<file path="src/sct_params.svh">
// Register offsets, field positions, reset values and timing counts of the SDRAM timing controller.
`ifndef SCT_PARAMS_SVH
`define SCT_PARAMS_SVH
`define SCT_OFS_TIMING 8'h00
`define SCT_OFS_CONFIG 8'h04
`define SCT_OFS_STATUS 8'h08
`define SCT_TIM_TRP_BIT 0
`define SCT_TIM_TRCD_BIT 1
`define SCT_TIM_CL_BIT 2
`define SCT_TIM_CYC_BIT 4
`define SCT_CFG_POLICY_BIT 0
`define SCT_CFG_WAIT_LSB 4
`define SCT_TIMING_RST 8'h00
`define SCT_CONFIG_RST 8'h00
`define SCT_T_SHORT 4'h2
`define SCT_T_LONG 4'h3
`define SCT_TRAS_SHORT 4'h5
`define SCT_TRAS_LONG 4'h6
`define SCT_TRC_SHORT 4'h7
`define SCT_TRC_LONG 4'h8
`define SCT_T_MRD 4'h2
`define SCT_T_WR 4'h1
`define SCT_MODE_BL2 3'h1
`define SCT_MAX_OPEN 4
`define SCT_MAX_PAGE_BITS 11
`endif

</file>
<file path="src/sct_pkg.sv">
// Types shared by the SDRAM timing controller.
package sct_pkg;
  typedef enum logic [6:0] {
    ST_INIT_PRE = 7'h01,
    ST_INIT_MRS = 7'h02,
    ST_IDLE = 7'h04,
    ST_ACT = 7'h08,
    ST_COL = 7'h10,
    ST_DATA = 7'h20,
    ST_RECOV = 7'h40
  } sct_state_t;
  // Command encodings as {cs_n, ras_n, cas_n, we_n}.
  typedef enum logic [3:0] {
    CMD_MRS = 4'h0,
    CMD_PRE = 4'h2,
    CMD_ACT = 4'h3,
    CMD_WRITE = 4'h4,
    CMD_READ = 4'h5,
    CMD_NOP = 4'h7
  } sct_cmd_t;
endpackage

</file>
<file path="src/sct_ctrl.sv">
// Display-cache SDRAM controller with programmable timing, page policy and an AHB-Lite register slave.
`timescale 1ns/1ns
`include "sct_params.svh"
module sct_ctrl
  import sct_pkg::*;
#(
  parameter int CLK_DIV = 2
) (
  // Clock and synchronous active-low reset.
  input wire logic i_clk_sys,
  input wire logic i_nrst,
  // AHB-Lite slave.
  input wire logic i_hsel,
  input wire logic [31:0] i_haddr,
  input wire logic [1:0] i_htrans,
  input wire logic i_hwrite,
  input wire logic [2:0] i_hsize,
  input wire logic [31:0] i_hwdata,
  input wire logic i_hready,
  output logic o_hreadyout,
  output logic o_hresp,
  output logic [31:0] o_hrdata,
  // Request side from the graphics pipeline.
  input wire logic i_req_valid,
  output logic o_req_ready,
  input wire logic i_req_write,
  input wire logic [21:0] i_req_addr,
  input wire logic [63:0] i_req_wdata,
  input wire logic [7:0] i_req_wmask,
  output logic o_rd_valid,
  input wire logic i_rd_ready,
  output logic [63:0] o_rd_data,
  // Display-cache SDRAM pins.
  output logic o_cache_write_clock,
  output logic o_cache_read_clock,
  output logic o_cache_chip_select_n,
  output logic o_cache_row_strobe_n,
  output logic o_cache_col_strobe_n,
  output logic o_cache_write_enable_n,
  output logic [11:0] o_cache_address_bus,
  output logic [7:0] o_cache_byte_mask,
  output logic [31:0] o_cache_data_bus,
  output logic o_cache_data_oe,
  input wire logic [31:0] i_cache_data_bus
);

  // The divider must give a clean half-high, half-low cache clock.
  if (CLK_DIV < 2 || CLK_DIV > 15 || (CLK_DIV % 2) != 0) begin : g_div_check
    $error("CLK_DIV must be even and between 2 and 15.");
  end
  if (10 > `SCT_MAX_PAGE_BITS) begin : g_page_check
    $error("Page exceeds 2 KB.");
  end

  localparam logic [3:0] DIV_LAST = 4'(CLK_DIV - 1);
  localparam logic [3:0] DIV_HALF = 4'(CLK_DIV / 2);

  typedef struct packed {
    sct_state_t st;
    logic [3:0] div;
    logic wck;
    logic rck;
    logic [4:0] wait_cnt;
    logic [3:0] cmd;
    logic [11:0] ma;
    logic [31:0] dq;
    logic dq_oe;
    logic [3:0] dqm;
    logic [`SCT_MAX_OPEN-1:0] open;
    logic [10:0] row;
    logic [3:0] ras_cnt;
    logic [7:0] timing;
    logic [7:0] config_r;
    logic mrs_pend;
    logic rq_pend;
    logic rq_wr;
    logic [19:0] rq_addr;
    logic [63:0] rq_wdata;
    logic [7:0] rq_mask;
    logic req_ready;
    logic beat;
    logic [63:0] rd_data;
    logic rd_valid;
    logic a_vld;
    logic a_wr;
    logic [7:0] a_ofs;
    logic [31:0] hrdata;
    logic [31:0] din1;
    logic [31:0] din2;
  } sct_state_s_t;

  sct_state_s_t s_ff;
  sct_state_s_t nxt_s;

  // Timing decode from the current register, one bit each for tRP, tRCD and CL, and one shared bit for tRAS and tRC.
  logic [3:0] trp;
  logic [3:0] trcd;
  logic [3:0] tcl;
  logic [3:0] tras;
  logic [3:0] trc;
  logic [4:0] wst;
  logic tick;
  logic bank;
  logic [10:0] rq_row;
  logic others_open;
  assign trp = s_ff.timing[`SCT_TIM_TRP_BIT] ? `SCT_T_LONG : `SCT_T_SHORT;
  assign trcd = s_ff.timing[`SCT_TIM_TRCD_BIT] ? `SCT_T_LONG : `SCT_T_SHORT;
  assign tcl = s_ff.timing[`SCT_TIM_CL_BIT] ? `SCT_T_LONG : `SCT_T_SHORT;
  assign tras = s_ff.timing[`SCT_TIM_CYC_BIT] ? `SCT_TRAS_LONG : `SCT_TRAS_SHORT;
  assign trc = s_ff.timing[`SCT_TIM_CYC_BIT] ? `SCT_TRC_LONG : `SCT_TRC_SHORT;
  assign wst = {3'h0, s_ff.config_r[`SCT_CFG_WAIT_LSB +: 2]};
  assign tick = (s_ff.div == DIV_LAST);
  // Bank select is A11, taken from request address bit 10, and the row is the row-phase line image below it.
  assign bank = s_ff.rq_addr[8];
  assign rq_row = {s_ff.rq_addr[9], s_ff.rq_addr[19:18], s_ff.rq_addr[17:10]};
  assign others_open = |(s_ff.open & ~(`SCT_MAX_OPEN'(1) << bank));

  // Next-state logic for the whole block.
  always_comb begin
    nxt_s = s_ff;
    // Input data passes two flops before anything samples it.
    nxt_s.din1 = i_cache_data_bus;
    nxt_s.din2 = s_ff.din1;
    // Cache clocks come from one synchronous divider, low in the first half.
    nxt_s.div = tick ? 4'h0 : s_ff.div + 4'h1;
    nxt_s.wck = (nxt_s.div >= DIV_HALF);
    nxt_s.rck = (nxt_s.div >= DIV_HALF);
    // AHB data phase of a write lands first so a following read sees it.
    nxt_s.a_vld = i_hsel & i_htrans[1] & i_hready;
    nxt_s.a_wr = i_hwrite;
    nxt_s.a_ofs = i_haddr[7:0];
    if (s_ff.a_vld && s_ff.a_wr) begin
      if (s_ff.a_ofs == `SCT_OFS_TIMING) begin
        nxt_s.timing = i_hwdata[7:0];
        nxt_s.mrs_pend = 1'b1;
      end
      if (s_ff.a_ofs == `SCT_OFS_CONFIG) begin
        nxt_s.config_r = i_hwdata[7:0];
      end
    end
    // Request capture; the port stays closed until the access is done.
    if (s_ff.req_ready && i_req_valid) begin
      nxt_s.rq_pend = 1'b1;
      nxt_s.rq_wr = i_req_write;
      nxt_s.rq_addr = i_req_addr[21:2];
      nxt_s.rq_wdata = i_req_wdata;
      nxt_s.rq_mask = i_req_wmask;
    end
    // The read buffer holds its burst until the pipeline takes it.
    if (s_ff.rd_valid && i_rd_ready) begin
      nxt_s.rd_valid = 1'b0;
    end
    if (tick) begin
      nxt_s.cmd = CMD_NOP;
      nxt_s.dq_oe = 1'b0;
      nxt_s.dqm = 4'h0;
      nxt_s.ras_cnt = (s_ff.ras_cnt == 4'hf) ? 4'hf : s_ff.ras_cnt + 4'h1;
      if (s_ff.wait_cnt != 5'h0) begin
        nxt_s.wait_cnt = s_ff.wait_cnt - 5'h1;
      end else begin
        case (s_ff.st)
          ST_INIT_PRE: begin
            if (s_ff.ras_cnt >= tras) begin
              nxt_s.cmd = CMD_PRE;
              nxt_s.ma = 12'h400;
              nxt_s.open = '0;
              nxt_s.wait_cnt = {1'b0, trp - 4'h1};
              nxt_s.st = ST_INIT_MRS;
            end
          end
          ST_INIT_MRS: begin
            // Burst of two, sequential wrap, latency from the timing register.
            nxt_s.cmd = CMD_MRS;
            nxt_s.ma = {5'h00, tcl[2:0], 1'b0, `SCT_MODE_BL2};
            nxt_s.wait_cnt = {1'b0, `SCT_T_MRD - 4'h1};
            nxt_s.mrs_pend = 1'b0;
            if (s_ff.a_vld && s_ff.a_wr && s_ff.a_ofs == `SCT_OFS_TIMING) begin
              nxt_s.mrs_pend = 1'b1;
            end
            nxt_s.st = ST_IDLE;
          end
          ST_IDLE: begin
            if (s_ff.mrs_pend) begin
              nxt_s.st = ST_INIT_PRE;
            end else if (s_ff.rq_pend) begin
              if (s_ff.open[bank] && rq_row == s_ff.row) begin
                nxt_s.st = ST_COL;
              end else if (s_ff.open != '0 && rq_row != s_ff.row) begin
                // A new row needs every page of the old row closed first.
                if (s_ff.ras_cnt >= tras) begin
                  nxt_s.cmd = CMD_PRE;
                  nxt_s.ma = {bank, 11'h000};
                  nxt_s.ma[10] = s_ff.config_r[`SCT_CFG_POLICY_BIT] | others_open;
                  nxt_s.open = nxt_s.ma[10] ? '0 : (s_ff.open & ~(`SCT_MAX_OPEN'(1) << bank));
                  nxt_s.wait_cnt = {1'b0, trp - 4'h1};
                  nxt_s.st = ST_ACT;
                end
              end else begin
                nxt_s.st = ST_ACT;
              end
            end
          end
          ST_ACT: begin
            if (s_ff.ras_cnt >= trc) begin
              nxt_s.cmd = CMD_ACT;
              nxt_s.ma = {bank, rq_row};
              nxt_s.open[bank] = 1'b1;
              nxt_s.row = rq_row;
              nxt_s.ras_cnt = 4'h1;
              nxt_s.wait_cnt = {1'b0, trcd - 4'h1} + wst;
              nxt_s.st = ST_COL;
            end
          end
          ST_COL: begin
            // Line 10 stays low so no auto-precharge is requested.
            nxt_s.ma = {bank, 1'b0, s_ff.rq_addr[19:18], s_ff.rq_addr[7:0]};
            nxt_s.beat = 1'b0;
            nxt_s.st = ST_DATA;
            if (s_ff.rq_wr) begin
              nxt_s.cmd = CMD_WRITE;
              nxt_s.dq = s_ff.rq_wdata[31:0];
              nxt_s.dqm = ~s_ff.rq_mask[3:0];
              nxt_s.dq_oe = 1'b1;
            end else if (!s_ff.rd_valid) begin
              nxt_s.cmd = CMD_READ;
              nxt_s.wait_cnt = {1'b0, tcl};
            end else begin
              nxt_s.st = ST_COL;
            end
          end
          ST_DATA: begin
            if (s_ff.rq_wr) begin
              // Second beat of the fixed two-word burst.
              nxt_s.dq = s_ff.rq_wdata[63:32];
              nxt_s.dqm = ~s_ff.rq_mask[7:4];
              nxt_s.dq_oe = 1'b1;
              nxt_s.wait_cnt = {1'b0, `SCT_T_WR} + wst;
              nxt_s.st = ST_RECOV;
            end else if (!s_ff.beat) begin
              nxt_s.rd_data[31:0] = s_ff.din2;
              nxt_s.beat = 1'b1;
            end else begin
              nxt_s.rd_data[63:32] = s_ff.din2;
              // The memory answers a fixed latency after the command, so read wait states follow the burst.
              nxt_s.wait_cnt = wst;
              nxt_s.rd_valid = 1'b1;
              nxt_s.rq_pend = 1'b0;
              nxt_s.st = ST_IDLE;
            end
          end
          ST_RECOV: begin
            nxt_s.rq_pend = 1'b0;
            nxt_s.st = ST_IDLE;
          end
          default: begin
            nxt_s.st = ST_INIT_PRE;
          end
        endcase
      end
    end
    nxt_s.req_ready = (nxt_s.st == ST_IDLE) && !nxt_s.rq_pend && !nxt_s.rd_valid && !nxt_s.mrs_pend;
    // Read data is chosen at the address phase from the freshly written values.
    nxt_s.hrdata = 32'h0;
    if (nxt_s.a_vld && !nxt_s.a_wr) begin
      case (nxt_s.a_ofs)
        `SCT_OFS_TIMING: nxt_s.hrdata = {24'h0, nxt_s.timing};
        `SCT_OFS_CONFIG: nxt_s.hrdata = {24'h0, nxt_s.config_r};
        `SCT_OFS_STATUS: nxt_s.hrdata = {17'h0, s_ff.st, s_ff.open, 2'h0, s_ff.rq_pend, s_ff.mrs_pend};
        default: nxt_s.hrdata = 32'h0;
      endcase
    end
  end

  // State register; reset closes all pages and starts the mode sequence.
  always_ff @(posedge i_clk_sys) begin
    if (!i_nrst) begin
      s_ff <= '0;
      s_ff.st <= ST_INIT_PRE;
      s_ff.cmd <= CMD_NOP;
      s_ff.ras_cnt <= 4'hf;
      s_ff.timing <= `SCT_TIMING_RST;
      s_ff.config_r <= `SCT_CONFIG_RST;
    end else begin
      s_ff <= nxt_s;
    end
  end

  // Outputs come straight from the state register; the slave never waits.
  assign o_hreadyout = 1'b1;
  assign o_hresp = 1'b0;
  assign o_hrdata = s_ff.hrdata;
  assign o_req_ready = s_ff.req_ready;
  assign o_rd_valid = s_ff.rd_valid;
  assign o_rd_data = s_ff.rd_data;
  assign o_cache_write_clock = s_ff.wck;
  assign o_cache_read_clock = s_ff.rck;
  assign {o_cache_chip_select_n, o_cache_row_strobe_n, o_cache_col_strobe_n, o_cache_write_enable_n} = s_ff.cmd;
  assign o_cache_address_bus = s_ff.ma;
  assign o_cache_byte_mask = {s_ff.dqm, s_ff.dqm};
  assign o_cache_data_bus = s_ff.dq;
  assign o_cache_data_oe = s_ff.dq_oe;

  // Helper tick counters since the last activate and since the last precharge or mode set.
  logic [3:0] since_act;
  logic [3:0] since_pre;
  logic issue;
  assign issue = tick && (nxt_s.cmd != CMD_NOP);
  always_ff @(posedge i_clk_sys) begin
    if (!i_nrst) begin
      since_act <= 4'hf;
      since_pre <= 4'hf;
    end else if (tick) begin
      since_act <= (nxt_s.cmd == CMD_ACT) ? 4'h1 : ((since_act == 4'hf) ? 4'hf : since_act + 4'h1);
      since_pre <= (nxt_s.cmd inside {CMD_PRE, CMD_MRS}) ? 4'h1 : ((since_pre == 4'hf) ? 4'hf : since_pre + 4'h1);
    end
  end
endmodule

</file>
<file path="config.mk">
export PLATFORM = sky130hd
export DESIGN_NAME = sct_ctrl
export DESIGN_NICKNAME = d
export VERILOG_FILES = /design/src/sct_pkg.sv /design/src/sct_ctrl.sv
export VERILOG_INCLUDE_DIRS = /design/src
export SDC_FILE = /design/constraint.sdc
export NUM_CORES = 1
export LEC_CHECK = 0
export BUFFER_PORTS_ARGS = -buffer_cell sky130_fd_sc_hd__buf_2
export CAP_MARGIN = 20
export CORE_MARGIN = 4
export CORE_UTILIZATION = 49
export CTS_CLUSTER_SIZE = 40
export DETAILED_ROUTE_END_ITERATION = 10
export GPL_TIMING_DRIVEN = 0
export PLACE_DENSITY = 0.73
export SYNTH_ARGS = -nofsm -noshare
export SYNTH_HDL_FRONTEND = slang
export SYNTH_SLANG_ARGS = --single-unit
</file>
<file path="constraint.sdc">
create_clock -name i_clk_sys -period 5.4 [get_ports i_clk_sys]
set_input_delay 1.08 -clock i_clk_sys [delete_from_list [all_inputs] [get_ports i_clk_sys]]
set_output_delay 1.08 -clock i_clk_sys [all_outputs]
set_load 0.02 [all_outputs]
</file>
# After elaboration in Yosys (flattened, before gate mapping)
# Index checks and enable logic that the tools add are counted.
dict set report word_totals {
  regBits 373
  in_bits 203
  out_inout_bits 159
  elab_cells 200
}
dict set report op_classes {
  n_addsub 7
  magnitude_cmp 5
  eq_ne 35
  shifts 1
  mux 76
  bitwise_logic 11
  reduce_logical 34
}
# cell count
set ops {}
lappend ops {{21-bit two-way mux} 7}
lappend ops {{94-bit two-way mux} 1}
lappend ops {{16-bit case mux with 5 select lines} 1}
lappend ops {{7-bit two-way mux} 11}
lappend ops {{37-bit two-way mux} 2}
lappend ops {{37-bit case mux with 2 select lines} 1}
lappend ops {{72-bit two-way mux} 1}
lappend ops {{66-bit two-way mux} 1}
lappend ops {{32-bit two-way mux} 2}
lappend ops {{15-bit case mux with 3 select lines} 1}
lappend ops {{4-bit two-way mux} 11}
lappend ops {{7-bit case mux with 6 select lines} 1}
lappend ops {{5-bit case mux with 6 select lines} 1}
lappend ops {{3-bit inequality test (second input constant)} 9}
lappend ops {{5-bit two-way mux} 4}
lappend ops {{2-bit inequality test (second input constant)} 10}
lappend ops {{10-bit AND reduction} 2}
lappend ops {{19-bit two-way mux} 1}
lappend ops {{17-bit two-way mux} 1}
lappend ops {{8-bit by 3-bit == test with 1-bit output (second input constant)} 2}
lappend ops {{8-bit logical NOT} 2}
lappend ops {{1-bit two-way mux} 16}
lappend ops {{8-bit two-way mux} 2}
lappend ops {{15-bit two-way mux} 1}
lappend ops {{49 further kinds} 78}

# Longest topological paths before layout
# Gate-level depths: netlist of the first run.
dict set report logic_depth {
  depth_word 14
  depth_mapped 10
  ltp_nobuf 9
}

# Least setup slack after synthesis of the first run
# OpenSTA, ideal clock, no wires.
dict set report synth_timing {
  kind {input to register}
  from {in i_nrst}
  to {reg s_ff[267] (netlist bit)}
  setup_ns 0.144
  t_arrival_ns 2.169
  t_required_ns 5.256
  path_slack_ns 3.087
  path_stages 6
  path_buffers 4
  cell_sequence {clkbuf_1 inv_1 clkbuf_1 clkbuf_1 clkbuf_1 a21oi_1}
}
# element line_no
set synth_rtl {}
lappend synth_rtl {{from (decl)} sct_ctrl.sv:11} ;# input wire logic i_nrst,
lappend synth_rtl {{to (signal assigned)} sct_ctrl.sv:284} ;# s_ff <= nxt_s;
lappend synth_rtl {{to (decl)} sct_ctrl.sv:92} ;# sct_state_s_t s_ff;
# No word-level cell between the ends.

# Worst setup path after layout of the first run
dict set report layout_timing {
  from {in i_nrst}
  to {reg s_ff[265] (netlist bit)}
}
# No word-level cell between the ends.

==> impl_metrics.py, run 1 <==
metrics = {
    "setup_path": {
        "crit_chain": "clkbuf_1, inv_1, clkbuf_1, clkbuf_1, clkbuf_1, a21oi_1",
        "crit_path_max_fanout": 10,
        "required_ns": 5.76,
        "cpMaxStageDelayCell": "clkbuf_1",
        "cp_data_arrival_time_ns": 3.41,
        "cp_common_cell": "clkbuf_1",
        "criticalPathCategory": "input pin to flip-flop",
        "crit_path_max_incr_delay_ns": 0.73,
        "cp.buffers_inverters": 5,
        "crit_family": "buffers and inverters",
        "cp-end-kind": "flip-flop",
        "worst_setup_path_start_kind": "input pin",
    },
    "timing": {
        "min_period_ns": 3.05,
        "setup_tns_ns": 0,
        "finalMaxSlewViolations": 0,
        "clock-skew-final_ns": 0.0136,
        "finalSetupViolCount": 0,
        "whs_ns": 0.428,
        "slew_headroom_pct": 39.7,
        "hold_viol": 0,
        "rsz0062_at_grt": "no",
        "max_freq_ghz": 0.328,
        "finalCritPeriodShare_pct": 56.4,
        "worstMarginPinSlew_ns": 0.904,
    },
    "routing": {
        "finalWirelength_mm": 40.0,
        "via_count": 12300,
        "first_pass_iters": 6,
        "vias_per_cell": 5.10,
        "wire_per_inst_um": 16.5,
        "drtIter0Drc": 778,
        "drc": 0,
        "antenna_left": 0,
    },
    "synthesis": {
        "syn_inst": 1668,
        "yosysSeqAreaShare_pct": 49.5,
        "synth_top_area_share_pct": 49.5,
        "ys_warn_count": 0,
        "avgSynthCellArea_um2": 8.60,
        "ys_seq_elements": 355,
        "yosysUniqueCellTypes": 69,
        "synth_edf_count": 0,
        "syn_area_um2": 14300,
        "synthFlopType": "dfxtp_1",
        "synthTopCellsByArea": "dfxtp_1 50%, nand2_1 9.5%, buf_4 8.2%, a21oi_1 6.8%, and2_1 3.6%",
        "synth_async_sr_flop_share_pct": 0,
        "yosysTopAreaCell": "dfxtp_1",
    },
    "cts": {
        "ctsResizeCount": 0,
        "cts_tree": "done",
        "clkTransAtPathRegs_ns": 0.06,
        "post_cts_buffers": 0,
        "cts_made_buffers": 36,
        "hold_buffers": 0,
        "cts_root_buf": "clkbuf_16",
        "cts_sinks": 355,
        "clockBufferDepth": 3,
        "clock_latency_ns": 0.52,
        "h-tree-depth": 2,
    },
    "global_route": {
        "grt_use_met3_pct": 3.65,
        "grt_usage_pct": 24.0,
        "grtUsageMet2_pct": 40.2,
        "antenna_found_initial": 0,
        "grtUsageMet1_pct": 32.8,
        "globalRouteOverflowTotal": 0,
        "first_global_vias": 11800,
        "grt_start_max_net_pins": 14,
        "grt_most_used_layer": "met2",
        "grt_first_pass_wirelength_mm": 61.7,
    },
    "run": {
        "maxCapViolations": 0,
    },
    "layout": {
        "seqCellArea_um2": 7110,
        "layout.cells.non_filler": 2420,
        "final_nets": 2226,
        "multiInputGateArea_um2": 5630,
        "drive_gt1_share_pct": 26.6,
        "antennaDiodeCount": 0,
        "fillCellCount": 2587,
        "syn_to_final_growth_pct": 21.9,
    },
    "floorplan": {
        "core-area_um2": 28800,
        "fp-row-count": 62,
        "die_area_um2": 32100,
        "start_util_pct": 49.8,
        "pin_count": 362,
        "die_x_um": 179,
        "die_h_um": 179,
    },
    "min_path": {
        "min_path_type": "flip-flop to flip-flop",
    },
    "placement": {
        "dp_cells": 2356,
        "gp_congestion": 0.899,
        "hpwlAfterDp_mm": 29.9,
        "io_buffers": 286,
    },
    "power_and_ir_drop": {
        "powerDensity_nw_per_um2": 341,
        "vdd_ir_drop_max_mv": 0.274,
        "power_leakage_nw": 7.57,
    },
    "status": {
        "status": "finished, final reports clean",
    },
}
[metal layers]
metal / wire length [um] / vias up / share of wire, %
li1: - / 6095 / -
met1: 17800 / 5719 / 44
met2: 18600 / 460 / 46
met4: 897 / 0 / 2.2
met3: 2760 / 75 / 6.9
met5: 0 / - / 0
[flip-flops by register name (all words and copies together) (netlist names), 4 cells and up]
signal	flops
o_cache_byte_mask	4
o_rd_data	64
s_ff	177
o_hrdata	15
o_cache_address_bus	12
rq_row	11
o_cache_data_bus	32
nxt_s	32
[placed cells by master, fill, tap and decap left out, types with 5 or more instances in the layout]
master       n
nand3_1     24
o21ai_0     13
a22oi_1      9
nor4_1       6
nor2_1      91
xor2_1      12
nand2_1    362
nor3_1      41
a211oi_2     8
and3_1       9
clkbuf_1    90
o22a_1       8
a21oi_1    194
conb_1      20
o22ai_1      8
nand2b_1    12
clkinv_2     7
ha_1        12
o211ai_1     5
a221oi_1    34
nor2b_1      6
buf_6        5
clkbuf_16   38
buf_4      156
and2_1      83
mux2i_1     18
inv_1       18
clkbuf_8     9
buf_2      300
dfxtp_1    355
nand4_1      6
[cell families (layout without fill, tap and decap cells)]
| family | Yosys count | in the layout | synth area share [%] |
|---|---|---|---|
| AO/OA/AOI/OAI | 321 | 321 | 14.1 |
| adder cells (fa/ha/maj) | 13 | 13 | 1.19 |
| buffers and inverters | 277 | 627 | 11.7 |
| XOR/XNOR | 16 | 16 | 0.977 |
| AND/OR/NAND/NOR | 665 | 665 | 21.1 |
| other | 2 | 20 | 0.0523 |
| flip-flops | 355 | 355 | 49.5 |
| multiplexers | 19 | 19 | 1.33 |
[worst paths after layout]
| check | start | endpoint | slack [ns] | cells past startpoint |
|---|---|---|---|---|
| worst max-delay path | i_nrst | s_ff[265] | 2.35 | 6 |
| worst min-delay path | nxt_s[6] | s_ff[6] | 0.43 | 1 |
| worst max register to register | s_ff[363] | o_rd_data[57] | 2.42 | 9 |
| worst min register to register | nxt_s[6] | s_ff[6] | 0.43 | 1 |
[where the power goes]
| group | total [mW] | switching (mW) | internal, mW | leakage, nW |
|---|---|---|---|---|
| Combinational | 0.784 | 0.479 | 0.305 | 4.11 |
| Sequential | 2.76 | 0.0529 | 2.70 | 2.88 |
| Clock | 2.41 | 1.00 | 1.41 | 0.578 |
| Total | 5.95 | 1.53 | 4.42 | 7.57 |
[cell type report]
type | count | area share, %
timing repair buffer | 286 | 8.19
buffer | 259 | 9.22
multi-input combinational | 1054 | 32.2
inverter | 18 | 0.386
sequential | 355 | 40.6
tap | 384 | 2.75
clock buffer | 56 | 6.34
clock inverter | 8 | 0.293
[synthesized netlist by cell type (all sizes together), types with 2 or more instances]
library cell,n
nand2,363
dfxtp,355
a21oi,195
buf,178
nor2,94
and2,83
clkbuf,81
nor3,43
a221oi,34
nand3,24
inv,18
mux2i,18
o21ai,18
nand2b,13
ha,12
xor2,12
a211oi,10
a22oi,9
and3,9
o22a,8
o22ai,8
nor4,7
nand4,6
nor2b,6
a31oi,5
o211ai,5
a221o,4
o31ai,4
or3,4
or4,4
xnor2,4
nor3b,3
nor4b,3
o21a,3
a211o,2
a22o,2
conb,2
o21ba,2
o41ai,2
[per-stage QoR]
stage	util [%]	setup slack, ns	cell area (um^2)	power, mW
6_report	60.8	2.35	17500	5.95
5_1_grt	60.8	2.06	17500	6.19
4_1_cts	60.8	2.36	17500	5.98
3_5_place_dp	56.7	1.84	16300	3.59
3_3_place_gp	56.7	1.85	16300	3.58
2_1_floorplan	-	3.09	14400	3.33
Power figures use the tool's default switching activity.
==> inputs of run 2 (changes only) <==
clock period = 2.9 ns   (was 5.4 ns; I/O delays follow)
==> impl_metrics.py, run 2 (synthesis gave the netlist of run 1 again) <==
metrics = {
    "layout": {
        "largest_reg_flops": 177,
        "layout_common_cells": "362 x nand2_1, 355 x dfxtp_1, 300 x buf_2",
        "layout.cells.non_filler": 2421,
        "drive_gt1_share_pct": 26.7,
        "syn_to_final_growth_pct": 22.0,
        "regMostFlops": "s_ff",
        "final_nets": 2226,
        "utilization_pct": 60.8,
        "final_area_um2": 17500,
        "final_common_cell": "nand2_1",
    },
    "cts": {
        "clock_latency_ns": 0.52,
        "cts_root_buf": "clkbuf_16",
        "clkTransAtPathRegs_ns": 0.06,
        "cts_sinks": 355,
        "cts_tree": "done",
        "h-tree-depth": 2,
        "cts_made_buffers": 36,
        "hold_buffers": 0,
        "clockBufferDepth": 3,
    },
    "routing": {
        "wire_per_inst_um": 16.5,
        "vias_per_cell": 5.10,
        "antenna_left": 0,
        "drtIter0Drc": 829,
        "via_count": 12400,
        "first_pass_iters": 5,
        "finalWirelength_mm": 40.0,
        "drc": 0,
    },
    "timing": {
        "max_freq_ghz": 0.365,
        "finalMaxSlewViolations": 0,
        "setup_tns_ns": 0,
        "rsz0062_at_grt": "no",
        "hold_viol": 0,
        "finalCritPeriodShare_pct": 94.6,
        "worstMarginPinSlew_ns": 0.905,
        "slew_headroom_pct": 39.7,
        "min_period_ns": 2.74,
        "finalSetupViolCount": 0,
        "clock-skew-final_ns": 0.0153,
    },
    "global_route": {
        "grt_use_met3_pct": 3.65,
        "first_global_vias": 11800,
        "grt_usage_pct": 24.0,
        "grt_most_used_layer": "met2",
        "grt_first_pass_wirelength_mm": 61.8,
        "globalRouteOverflowTotal": 0,
        "grtUsageMet2_pct": 40.3,
        "grt_start_max_net_pins": 14,
        "grtUsageMet1_pct": 32.8,
        "antenna_found_initial": 0,
    },
    "placement": {
        "io_buffers": 286,
        "hpwlAfterDp_mm": 29.9,
        "dp_cells": 2356,
        "gp_congestion": 0.899,
        "place_area_um2": 16300,
    },
    "setup_path": {
        "worst_setup_path_start_kind": "flip-flop",
        "required_ns": 3.33,
        "cp-end-kind": "flip-flop",
        "criticalPathCategory": "flip-flop to flip-flop",
        "rrSetupSlack_ns": 0.16,
        "crit_path_max_fanout": 10,
        "cp_data_arrival_time_ns": 3.18,
    },
    "power_and_ir_drop": {
        "total_power_mw": 11.1,
        "swShare_pct": 25.7,
        "p_comb_share_pct": 13.2,
        "switchingPower_mw": 2.85,
        "power_leakage_nw": 7.58,
        "vdd_ir_drop_max_mv": 0.509,
        "clkPwrFrac_pct": 40.5,
        "powerDensity_nw_per_um2": 634,
        "seq_power_share_pct": 46.3,
        "p_int_mw": 8.24,
    },
    "floorplan": {
        "pin_count": 362,
        "fp-row-count": 62,
        "start_util_pct": 49.8,
        "die_x_um": 179,
        "core-area_um2": 28800,
        "die_area_um2": 32100,
        "die_h_um": 179,
    },
    "run": {
        "maxCapViolations": 0,
    },
    "status": {
        "status": "finished, final reports clean",
    },
    "min_path": {
        "min_path_type": "input pin to flip-flop",
    },
}
==> run 2: cell types whose count changed in the layout (fill, tap and decap cells not counted), sizes merged <==
cell    change
diode       +1
clkbuf      -1
buf         +1
==> run 2: timing repair <==
| action | CTS | global route |
|---|---|---|
| setup endpoints to repair | 29 | 30 |
| endpoints found under the hold margin | 0 | 0 |
| resized for setup | 2 | 0 |
| buffers inserted | 0 | 1 |
==> run 2: path summary, 6_finish.rpt <==
path | from | endpoint | cells after the start
max | s_ff[370] | o_cache_data_bus[24] | 8
min | i_cache_data_bus[5] | nxt_s[5] | 2
max reg2reg | s_ff[370] | o_cache_data_bus[24] | 8
min reg2reg | nxt_s[6] | s_ff[6] | 1
==> run 2: through the flow <==
stage / hold WS, ns / setup WS, ns
2_1_floorplan: 0.412 / 0.739
3_5_place_dp: 0.418 / -0.163
5_1_grt: 0.271 / 0.00934
6_report: 0.280 / 0.157
4_1_cts: 0.264 / 0.119
3_3_place_gp: 0.415 / -0.155
==> run 2: power groups by stage <==
stage	clock network, mW	logic [mW]	registers, mW
after floorplan	0	0.990	5.22
after global placement	0	1.43	5.23
after detailed placement	0	1.44	5.23
after CTS	4.56	1.46	5.13
after global routing	4.77	1.62	5.14
final	4.49	1.47	5.13
==> run 2: critical path, stage by stage, from the launching register on <==
cell      delay, ns
dfxtp_1        0.29
clkbuf_1       0.24
or4_4          0.50
nor2_1         0.28
and3_1         0.21
clkbuf_1       0.33
clkbuf_1       0.46
a221oi_1       0.19
nor3_1         0.15
==> run 2: final cells by class <==
class                   instances  area (um^2)
multi-input cells            1054         5640
flip-flops and latches        355         7110
diodes                          1         2.50
fillers                      2586        11300
plain buffers                 258         1610
clock inverters                 8         51.3
well taps                     384          480
clock buffers                  56         1110
repair buffers                287         1440
inverters                      18         67.6
==> run 2: layer usage <==
layer | up-vias | part of all wire, %
met4 | 0 | 2.2
met1 | 5719 | 44
met5 | - | 0
met3 | 73 | 7.2
li1 | 6101 | -
met2 | 457 | 47
==> inputs of run 3 (changes only) <==
RECOVER_POWER = 25   (was unset)
==> impl_metrics.py, run 3 (synthesis gave the netlist of run 1 again) <==
metrics = {
    "status": {
        "status": "finished, final reports clean",
    },
    "min_path": {
        "min_path_type": "input pin to flip-flop",
        "min_from": "i_cache_data_bus[5]",
        "holdPathStages": 2,
        "holdPathEnd": "nxt_s[5]",
    },
    "timing": {
        "finalMaxSlewViolations": 0,
        "finalSetupViolCount": 0,
        "slew_headroom_pct": 40.1,
        "max_freq_ghz": 0.362,
        "min_period_ns": 2.76,
        "rsz0062_at_grt": "no",
        "hold_viol": 0,
        "finalCritPeriodShare_pct": 95.2,
        "clock-skew-final_ns": 0.0155,
        "worstMarginPinSlew_ns": 0.899,
        "postLayoutSetupSlackWorst_ns": 0.141,
    },
    "routing": {
        "vias_per_cell": 5.09,
        "drc": 0,
        "drtIter0Drc": 817,
        "first_pass_iters": 6,
        "via_count": 12300,
        "wire_per_inst_um": 16.5,
        "antenna_left": 0,
        "finalWirelength_mm": 40.0,
    },
    "global_route": {
        "first_global_vias": 11800,
        "antenna_found_initial": 0,
        "grt_first_pass_wirelength_mm": 61.8,
        "grt_usage_pct": 24.0,
        "grt_start_max_net_pins": 14,
        "globalRouteOverflowTotal": 0,
    },
    "setup_path": {
        "cp.buffers_inverters": 3,
        "required_ns": 3.33,
        "cp-end-kind": "flip-flop",
        "cpMaxStageDelayCell": "or4_4",
        "rrSetupSlack_ns": 0.14,
        "crit_family": "simple AND/OR/NAND/NOR gates",
        "cp_common_cell": "clkbuf_1",
        "criticalPathCategory": "flip-flop to flip-flop",
        "worst_setup_path_start_kind": "flip-flop",
        "path_depth": 8,
        "crit_path_max_fanout": 10,
        "crit_start": "s_ff[370]",
        "cp_data_arrival_time_ns": 3.19,
        "crit_path_max_incr_delay_ns": 0.50,
        "crit_chain": "clkbuf_1, or4_4, nor2_1, and3_1, clkbuf_1, clkbuf_1, a221oi_1, nor3_1",
        "worstReg2RegStart": "s_ff[370]",
        "r2r-end": "o_cache_data_bus[24]",
        "ff2ff_path_depth": 8,
    },
    "run": {
        "maxCapViolations": 0,
    },
    "layout": {
        "regMostFlops": "s_ff",
        "final_nets": 2226,
        "fillCellCount": 2632,
        "drive_gt1_share_pct": 23.2,
        "layout_common_cells": "362 x nand2_1, 355 x dfxtp_1, 228 x buf_2",
        "syn_to_final_growth_pct": 21.4,
        "antennaDiodeCount": 0,
        "final_common_cell": "nand2_1",
        "utilization_pct": 60.5,
        "largest_reg_flops": 177,
    },
    "cts": {
        "clock_latency_ns": 0.52,
        "clkTransAtPathRegs_ns": 0.06,
        "cts_sinks": 355,
        "hold_buffers": 0,
        "clockBufferDepth": 3,
        "cts_root_buf": "clkbuf_16",
        "cts_tree": "done",
        "cts_made_buffers": 36,
        "h-tree-depth": 2,
    },
    "floorplan": {
        "start_util_pct": 49.8,
        "pin_count": 362,
        "fp-row-count": 62,
        "core-area_um2": 28800,
        "die_h_um": 179,
        "die_x_um": 179,
        "die_area_um2": 32100,
    },
    "placement": {
        "hpwlAfterDp_mm": 29.9,
        "gp_congestion": 0.899,
        "io_buffers": 286,
        "pre_cts_ws_ns": -0.163,
    },
    "power_and_ir_drop": {
        "powerDensity_nw_per_um2": 636,
        "power_leakage_nw": 7.26,
        "vdd_ir_drop_max_mv": 0.500,
    },
}
## run 3: cell types whose count changed in the layout (fill, tap and decap cells not counted)
cell / previous run / this run
and2_1: 83 / 64
clkbuf_1: 89 / 161
diode_2: 1 / 0
and2_0: 0 / 19
buf_2: 300 / 228
## run 3: layer usage
| metal | routed length (um) | track usage (%) | vias to the layer above |
|---|---|---|---|
| li1 | - | - | 6095 |
| met1 | 17800 | 32.8 | 5731 |
| met2 | 18600 | 40.3 | 428 |
| met3 | 2750 | 3.65 | 64 |
| met4 | 829 | 5.65 | 0 |
| met5 | 0 | 0 | - |
## run 3: worst register-to-register path: stages, from the launching register on
cell and delay (ns):
dfxtp_1 0.29, clkbuf_1 0.24, or4_4 0.51, nor2_1 0.29, and3_1 0.21, clkbuf_1 0.34, clkbuf_1 0.45, a221oi_1 0.19
nor3_1 0.15
## run 3: worst max-delay path by stage
stage	to	slack (ns)
global route	s_ff[286]	0.009
CTS	o_rd_data[44]	0.12
global placement	o_cache_address_bus[11]	-0.15
detailed placement	rq_row[9]	-0.16
finish	o_cache_data_bus[24]	0.14
floorplan	o_rd_data[63]	0.74
## run 3: cell type report
cell class | count | area (um^2) | area share (%)
well taps | 384 | 480 | 2.76
multi-input cells | 1054 | 5640 | 32.4
plain buffers | 258 | 1610 | 9.24
clock buffers | 56 | 1110 | 6.37
repair buffers | 287 | 1350 | 7.75
clock inverters | 8 | 51.3 | 0.295
flip-flops and latches | 355 | 7110 | 40.8
inverters | 18 | 67.6 | 0.388
## run 3: where the power goes
group / internal [mW] / total (mW) / switching [mW]
Clock: 2.63 / 4.48 / 1.85
Combinational: 0.564 / 1.46 / 0.892
Sequential: 5.03 / 5.13 / 0.100
Total: 8.23 / 11.1 / 2.84
## run 3: what timing repair did
| item | CTS | global route |
|---|---|---|
| buffers inserted | 0 | 1 |
| setup endpoints to repair | 29 | 30 |
| gates cloned | 0 | 0 |
| resized for setup | 2 | 0 |
## run 3: metrics by stage
step / hold slack (ns) / cells / setup TNS (ns) / instance area (um^2) / power [mW]
global route: 0.271 / 2420 / 0 / 17400 / 11.5
CTS: 0.264 / 2420 / 0 / 17500 / 11.2
global placement: 0.415 / 2356 / -1.44 / 16300 / 6.66
finish: 0.280 / 2420 / 0 / 17400 / 11.1
floorplan: 0.412 / 1686 / 0 / 14400 / 6.21
detailed placement: 0.418 / 2356 / -2.08 / 16300 / 6.68
